==> src/branch_eval_map.vh <==
// constants for the conditional branch evaluator
// assumes inclusion by bare name from the design file
`ifndef BRANCH_EVAL_MAP_VH
`define BRANCH_EVAL_MAP_VH

// =====================================================================
// branch condition select codes (one per instruction)
`define COND_SAME_OR_HIGHER 3'h0
`define COND_LOWER          3'h1
`define COND_MINUS          3'h2
`define COND_PLUS           3'h3
`define COND_SIGNED_GE      3'h4

// =====================================================================
// widths and reset values
`define PC_WIDTH      16
`define OFFSET_WIDTH  7
`define PC_RESET      16'h0000

// =====================================================================
// cycle counts: not taken finishes in one cycle, taken in two
`define CYCLES_NOT_TAKEN 1
`define CYCLES_TAKEN     2

`endif

==> src/conditional_branch_eval.v <==
// conditional relative branch evaluator for an 8-bit core
// assumes condition, offset, counter and flags are valid in the cycle start is high
// all outputs are registered, so the core sees each result one edge later
// Functional notes
// RL1: same-or-higher branch is taken only when carry is 0, else falls through.
// RL2: lower branch is taken only when carry is 1, else falls through.
// RL3: minus branch is taken only when negative is 1, else falls through.
// RL4: plus branch is taken only when negative is 0, else falls through.
// RL5: signed greater-or-equal branch is taken only when negative xor overflow is 0.
// RL6: a taken branch loads program counter plus offset plus 1, two cycles after start.
// RL7: status flags are never altered by any of these branches.
`timescale 1ns/1ps
`default_nettype none
`include "branch_eval_map.vh"

module conditional_branch_eval #(
	parameter PC_W  = `PC_WIDTH,
	parameter OFF_W = `OFFSET_WIDTH
) (
	input  wire             clk,
	input  wire             resetn,
	input  wire             start,
	input  wire [2:0]       cond_sel,
	input  wire [OFF_W-1:0] offset,
	input  wire [PC_W-1:0]  program_counter,
	input  wire             flag_carry,
	input  wire             flag_negative,
	input  wire             flag_overflow,
	output reg              busy,
	output reg              done,
	output reg              taken,
	output reg              pc_load,
	output reg  [PC_W-1:0]  pc_next,
	output reg              flag_carry_out,
	output reg              flag_negative_out,
	output reg              flag_overflow_out
);

	// =================================================================
	// states, one-hot
	localparam [1:0] ST_IDLE = 2'b01;
	localparam [1:0] ST_JUMP = 2'b10;

	// =================================================================
	// condition table
	localparam NUM_COND = 5;
	localparam CODE_W   = 3;

	// select code of each entry, entry 0 in the low bits
	localparam [CODE_W*NUM_COND-1:0] COND_CODES = {
		`COND_SIGNED_GE,
		`COND_PLUS,
		`COND_MINUS,
		`COND_LOWER,
		`COND_SAME_OR_HIGHER
	};

	// level of the tested flag that lets each entry branch
	localparam [NUM_COND-1:0] WANT_LEVEL = {
		1'b0, // RL5
		1'b0, // RL4
		1'b1, // RL3
		1'b1, // RL2
		1'b0  // RL1
	};

	// reset value of the address registers
	localparam [PC_W-1:0] PC_INIT = `PC_RESET;

	// =================================================================
	// declarations
	reg  [1:0]          state;
	reg  [1:0]          next_state;
	reg  [PC_W-1:0]     target;
	reg  [PC_W-1:0]     next_target;
	reg                 next_busy;
	reg                 next_done;
	reg                 next_taken;
	reg                 next_pc_load;
	reg  [PC_W-1:0]     next_pc_next;
	wire                idle;
	wire                accept;
	wire                cond_true;
	wire [NUM_COND-1:0] flag_test;
	wire [NUM_COND-1:0] cond_pick;
	wire [NUM_COND-1:0] cond_hit;
	wire [PC_W-1:0]     offset_ext;
	wire [PC_W-1:0]     one_ext;
	wire [PC_W-1:0]     sum_target;

	// =================================================================
	// flag looked at by each entry
	assign flag_test[0] = flag_carry;                    // RL1
	assign flag_test[1] = flag_carry;                    // RL2
	assign flag_test[2] = flag_negative;                 // RL3
	assign flag_test[3] = flag_negative;                 // RL4
	assign flag_test[4] = flag_negative ^ flag_overflow; // RL5

	// =================================================================
	// one entry per branch kind
	// codes outside the table pick no entry, so they never branch
	genvar gi;
	generate
		for (gi = 0; gi < NUM_COND; gi = gi + 1) begin : g_cond
			assign cond_pick[gi] = (cond_sel == COND_CODES[CODE_W*gi +: CODE_W]);
			assign cond_hit[gi]  = cond_pick[gi] & (flag_test[gi] == WANT_LEVEL[gi]);
		end
	endgenerate

	assign cond_true = |cond_hit;

	// =================================================================
	// target address
	// the sum wraps at the top of the address space, as the counter does
	assign offset_ext = {{(PC_W-OFF_W){offset[OFF_W-1]}}, offset};
	assign one_ext    = {{(PC_W-1){1'b0}}, 1'b1};
	assign sum_target = program_counter + offset_ext + one_ext; // RL6

	// =================================================================
	// request acceptance
	// a start during the jump cycle is dropped, not queued
	assign idle   = (state == ST_IDLE);
	assign accept = start & idle;

	// =================================================================
	// control: a taken branch costs one extra cycle
	always @* begin
		next_state   = state;
		next_busy    = busy;
		next_done    = 1'b0;
		next_pc_load = 1'b0;
		case (state)
			ST_IDLE: begin
				if (accept) begin
					if (cond_true) begin
						next_busy  = 1'b1;
						next_state = ST_JUMP;
					end else begin
						// not taken ends here and leaves the counter alone
						next_done = 1'b1;
					end
				end
			end
			ST_JUMP: begin
				next_pc_load = 1'b1; // RL6
				next_done    = 1'b1;
				next_busy    = 1'b0;
				next_state   = ST_IDLE;
			end
			default: begin
				next_state = ST_IDLE;
				next_busy  = 1'b0;
			end
		endcase
	end

	always @(posedge clk or negedge resetn) begin
		if (!resetn) begin
			state   <= ST_IDLE;
			busy    <= 1'b0;
			done    <= 1'b0;
			pc_load <= 1'b0;
		end else begin
			state   <= next_state;
			busy    <= next_busy;
			done    <= next_done;
			pc_load <= next_pc_load;
		end
	end

	// =================================================================
	// outcome of the last evaluation, kept until the next start
	always @* begin
		next_taken = taken;
		if (accept) begin
			next_taken = cond_true;
		end
	end

	always @(posedge clk or negedge resetn) begin
		if (!resetn) begin
			taken <= 1'b0;
		end else begin
			taken <= next_taken;
		end
	end

	// =================================================================
	// address: target captured at the start edge, loaded one cycle later
	// the counter input may move meanwhile, the held target is what loads
	always @* begin
		next_target  = target;
		next_pc_next = pc_next;
		if (accept && cond_true) begin
			next_target = sum_target; // RL6
		end
		if (state == ST_JUMP) begin
			next_pc_next = target; // RL6
		end
	end

	always @(posedge clk or negedge resetn) begin
		if (!resetn) begin
			target  <= PC_INIT;
			pc_next <= PC_INIT;
		end else begin
			target  <= next_target;
			pc_next <= next_pc_next;
		end
	end

	// =================================================================
	// flags pass through registered and untouched by any branch
	always @(posedge clk or negedge resetn) begin
		if (!resetn) begin
			flag_carry_out    <= 1'b0;
			flag_negative_out <= 1'b0;
			flag_overflow_out <= 1'b0;
		end else begin
			flag_carry_out    <= flag_carry;    // RL7
			flag_negative_out <= flag_negative; // RL7
			flag_overflow_out <= flag_overflow; // RL7
		end
	end

endmodule // conditional_branch_eval
`default_nettype wire

==> config.mk <==
export PLATFORM = sky130hd
export DESIGN_NAME = conditional_branch_eval
export DESIGN_NICKNAME = d
export VERILOG_FILES = /design/src/conditional_branch_eval.v
export VERILOG_INCLUDE_DIRS = /design/src
export SDC_FILE = /design/constraint.sdc
export NUM_CORES = 1
export LEC_CHECK = 0
export BUFFER_PORTS_ARGS = -buffer_cell sky130_fd_sc_hd__buf_2
export CORE_ASPECT_RATIO = 0.75
export CORE_MARGIN = 4
export CORE_UTILIZATION = 35
export DETAILED_ROUTE_END_ITERATION = 8
export GPL_TIMING_DRIVEN = 0
export PLACE_DENSITY = 0.6
export SETUP_SLACK_MARGIN = 0.5
export SLEW_MARGIN = 5
export SYNTH_ARGS = -nofsm -noshare
export SYNTH_HDL_FRONTEND = slang
export SYNTH_SLANG_ARGS = --single-unit
==> constraint.sdc <==
create_clock -name clk -period 2.37 [get_ports clk]
set_input_delay 0.474 -clock clk [delete_from_list [all_inputs] [get_ports clk]]
set_output_delay 0.474 -clock clk [all_outputs]
set_load 0.02 [all_outputs]
==> key figures <==
Yosys
  – Library cells used by synthesis: 38
  – Synth Area in Compound Gates: around 17%
  – Largest family of logic cells by synthesized area: compound AO/OA/AOI/OAI gates
  – Syn. warnings: 0
  – Most area-consuming cells after synthesis: dfrtp_1 44%, mux2_2 9.6%, ha_1 9.5%, a21oi_1 6.7%, xnor2_1 3.9%
  – Post-synth top area share: ~44%
  – Mapped Area: between 0.002 and 0.0025 mm^2
  – Number of enable flip-flop cells after synthesis: 0
  – Post-synthesis sequential area ratio: roughly 45%
  – Post-synthesis xor/xnor area fraction: 6.28%
  – Post-synthesis mux area share: about a tenth
  – Post-Synth Simple-Gate Area: under 10%
  – Post-synthesis area per instance: about 10 um^2
  – Post-synthesis adder-cell area fraction: 10.4%
  – Post-synthesis net count: between 200 and 300
  – Synth Flop Type: dfrtp_1
  – Synthesized netlist cell count: ~210
  – FF+latch count, synth: 40
  – Area leader, netlist: dfrtp_1
  – Post-synthesis async set-or-reset flop share: 100%

Pwr
  – Worst ir drop on vdd: 0.524 mV
  – Pleak: 0.00136 uW
  – PD cells: between 900 and 1000 mW/mm^2

Layout
  – Number of diodes: 0
  – Fill cell count: ~580
  – Most frequent cells in the layout: 53 x buf_2, 39 x dfrtp_1, 24 x a21oi_1
  – Share of cells above drive strength 1: a little over two fifths
  – Final net count: between 300 and 400
  – Commonest non-fill, non-tap cell in the layout: buf_2
  – Area delta synth->final: 33.9%
  – Finished Layout Cells: 359

Placement
  – Placed cells: 345
  – GPL Wtd Cong: between 0.7 and 0.8
  – PortBufs: 54
  – HPWL Detailed: around 3800 um

Critical path
  – R2r endpoint: target[13]
  – Worst EP required: between 2 and 3 ns
  – Worst EP arrival: roughly 2.5 ns
  – CP Class: in2reg
  – Reg2Reg Setup Slack: around 0.62 ns
  – Worst R2R Start: state[0]
  – Worst Path Max Fanout: 3
  – Crit. End Element: flip-flop
  – Startpoint Class: input pin
  – Worst Reg-to-Reg Cells: 8

Route
  – Total Wirelength: between 4000 and 5000 um
  – Routed WL per cell: around 14 um
  – Routed vias/inst: around 4.9
  – Via Count: roughly 1800
  – Pre-Repair DR Iteration Count: 4
  – DR DRC count: 0
  – 1st-iter DRT viols: 75
  – Post-route antenna net violation count: 0

Timing
  – Fin Clk Skew: 0.00846 ns
  – Final worst path period share: 97.2%
  – Peak Freq: about 430 MHz
  – RSZ-0062 raised after global routing: true
  – Pins Over Slew Limit: 0
  – Final hold slack: between 0.2 and 0.3 ns
  – Final Critical Period: ~2.3 ns
  – Final-report hold violation count: 0
  – Worst Tran Pin Value: 0.843 ns
  – Setup violations, final: 0
  – Rel. slew slack: 43.8%

Clocking
  – Post-CTS Hold Fix Bufs: 0
  – CTS root buffer: clkbuf_8
  – Clock sink count: 40
  – Longest Clk Path Bufs: 2
  – Cts bufs inserted: 5
  – CTS tree: yes
  – Skew-Pair Late Insertion Delay: around 0.29 ns
  – Clock transition at the registers of the reported paths: about 0.08 ns
  – H-tree Lvls: 2

Floorplanning
  – Std-Cell Rows: 24
  – Die width: about 100 um
  – # IOs: 55
  – Die Y-Extent: 77.1 um
  – Full die area: 0.00773 mm^2
  – Core area: between 0.006 and 0.007 mm^2
  – Starting Density: a little under two fifths

Global routing
  – Initial antenna violation count: 0
  – Global-route wire length before repair: a little over 8000 um
  – Largest net degree at the start of global routing: 41
  – Gr usage total: a little over an eighth
  – Number of global-route vias before repair: roughly 1700
  – Grt total ovfl: 0

Worst hold path
  – Worst Hold Class: in2async

Flow run
  – Max-cap violations: 0

Run status
  – Run status: finished, final reports clean
## worst max path at each step
| stage | start | to | slack [ns] | depth (start not counted) |
|---|---|---|---|---|
| after detailed placement | program_counter[0] | target[12] | -0.39 | 11 |
| after global placement | program_counter[0] | target[12] | -0.39 | 11 |
| after floorplan | program_counter[0] | target[12] | -0.09 | 10 |
| after global routing | program_counter[0] | target[12] | 0.01 | 11 |
| after CTS | offset[0] | target[12] | 0.04 | 11 |
| final | program_counter[0] | target[12] | 0.07 | 11 |
## synth_stat cells, drive strengths merged, types with 3 or more instances
cell and number:
ha 17, nor2 15, a31oi 6, mux2 19, o21ai 9, a21o 3, inv 8, nand2 15
a21oi 30, xor2 6, buf 3, dfrtp 39, xnor2 10, nand4 3, clkbuf 5
## sequential cells by signal, indices dropped and copies added (netlist names)
signal,count
pc_load,1
pc_next,16
taken,1
flag_carry_out,1
flag_overflow_out,1
target,16
state,1
busy,1
done,1
flag_negative_out,1
## metrics by stage
step | total power [uW] | worst slack [ns] | TNS, ns | util (%) | cell area (um^2)
after global placement | 2260 | -0.395 | -0.945 | 43.9 | 2640
final | 2930 | 0.0658 | 0 | 49.8 | 2990
after floorplan | 1910 | -0.0923 | -0.0923 | - | 2270
after detailed placement | 2290 | -0.387 | -0.971 | 43.9 | 2640
after global routing | 3150 | 0.00950 | 0 | 49.8 | 2990
after CTS | 2900 | 0.0360 | 0 | 47.7 | 2870
## report_power, final
part           switching [uW]  total [uW]  internal (uW)  leakage [uW]
sequential                152        1150            996      0.000468
clock                     244         561            317     0.0000583
combinational             662        1220            560      0.000836
## layer usage
| metal | global-route usage [%] | share of wire [%] |
|---|---|---|
| met1 | 18.9 | 49 |
| met2 | 19.5 | 45 |
| met3 | 3.54 | 5.6 |
| met4 | 2.42 | 0.60 |
| met5 | 0 | 0 |
## critical path, stage by stage
cell and delay (ns):
buf_8 0.11, inv_12 0.04, ha_4 0.11, inv_2 0.03, fa_2 0.33, a21o_1 0.19, a311o_2 0.41, a21boi_2 0.18
a211oi_2 0.09, or3_1 0.31, a31o_1 0.21
## layout make-up
cell class                      count  area (um^2)  share of cell area [%]
Sequential cell                    40         1000                    33.5
Buffer                              8         57.6                    1.93
Clock buffer                        5         68.8                    2.30
Tap cell                           78         97.6                    3.27
Timing Repair Buffer               60          345                    11.6
Multi-Input combinational cell    157         1320                    44.2
Clock inverter                      3         47.5                    1.59
Inverter                            8         47.5                    1.59
## cells by family after synthesis
kind of cell	Yosys count
AOI/OAI and AO/OA	61
and+or+nand+nor	42
buffers and inverters	16
adders and majority gates	18
xor gates and xnor gates	16
muxes	20
DFF	40
## timing repair
item / 4_1_cts / 5_1_grt
buffers inserted: 4 / 2
endpoints found under the setup margin: 27 / 14
endpoints found under the hold margin: 0 / 0
gates resized for setup: 23 / 25
pin swaps: 13 / 9
Power figures use the tool's default switching activity.
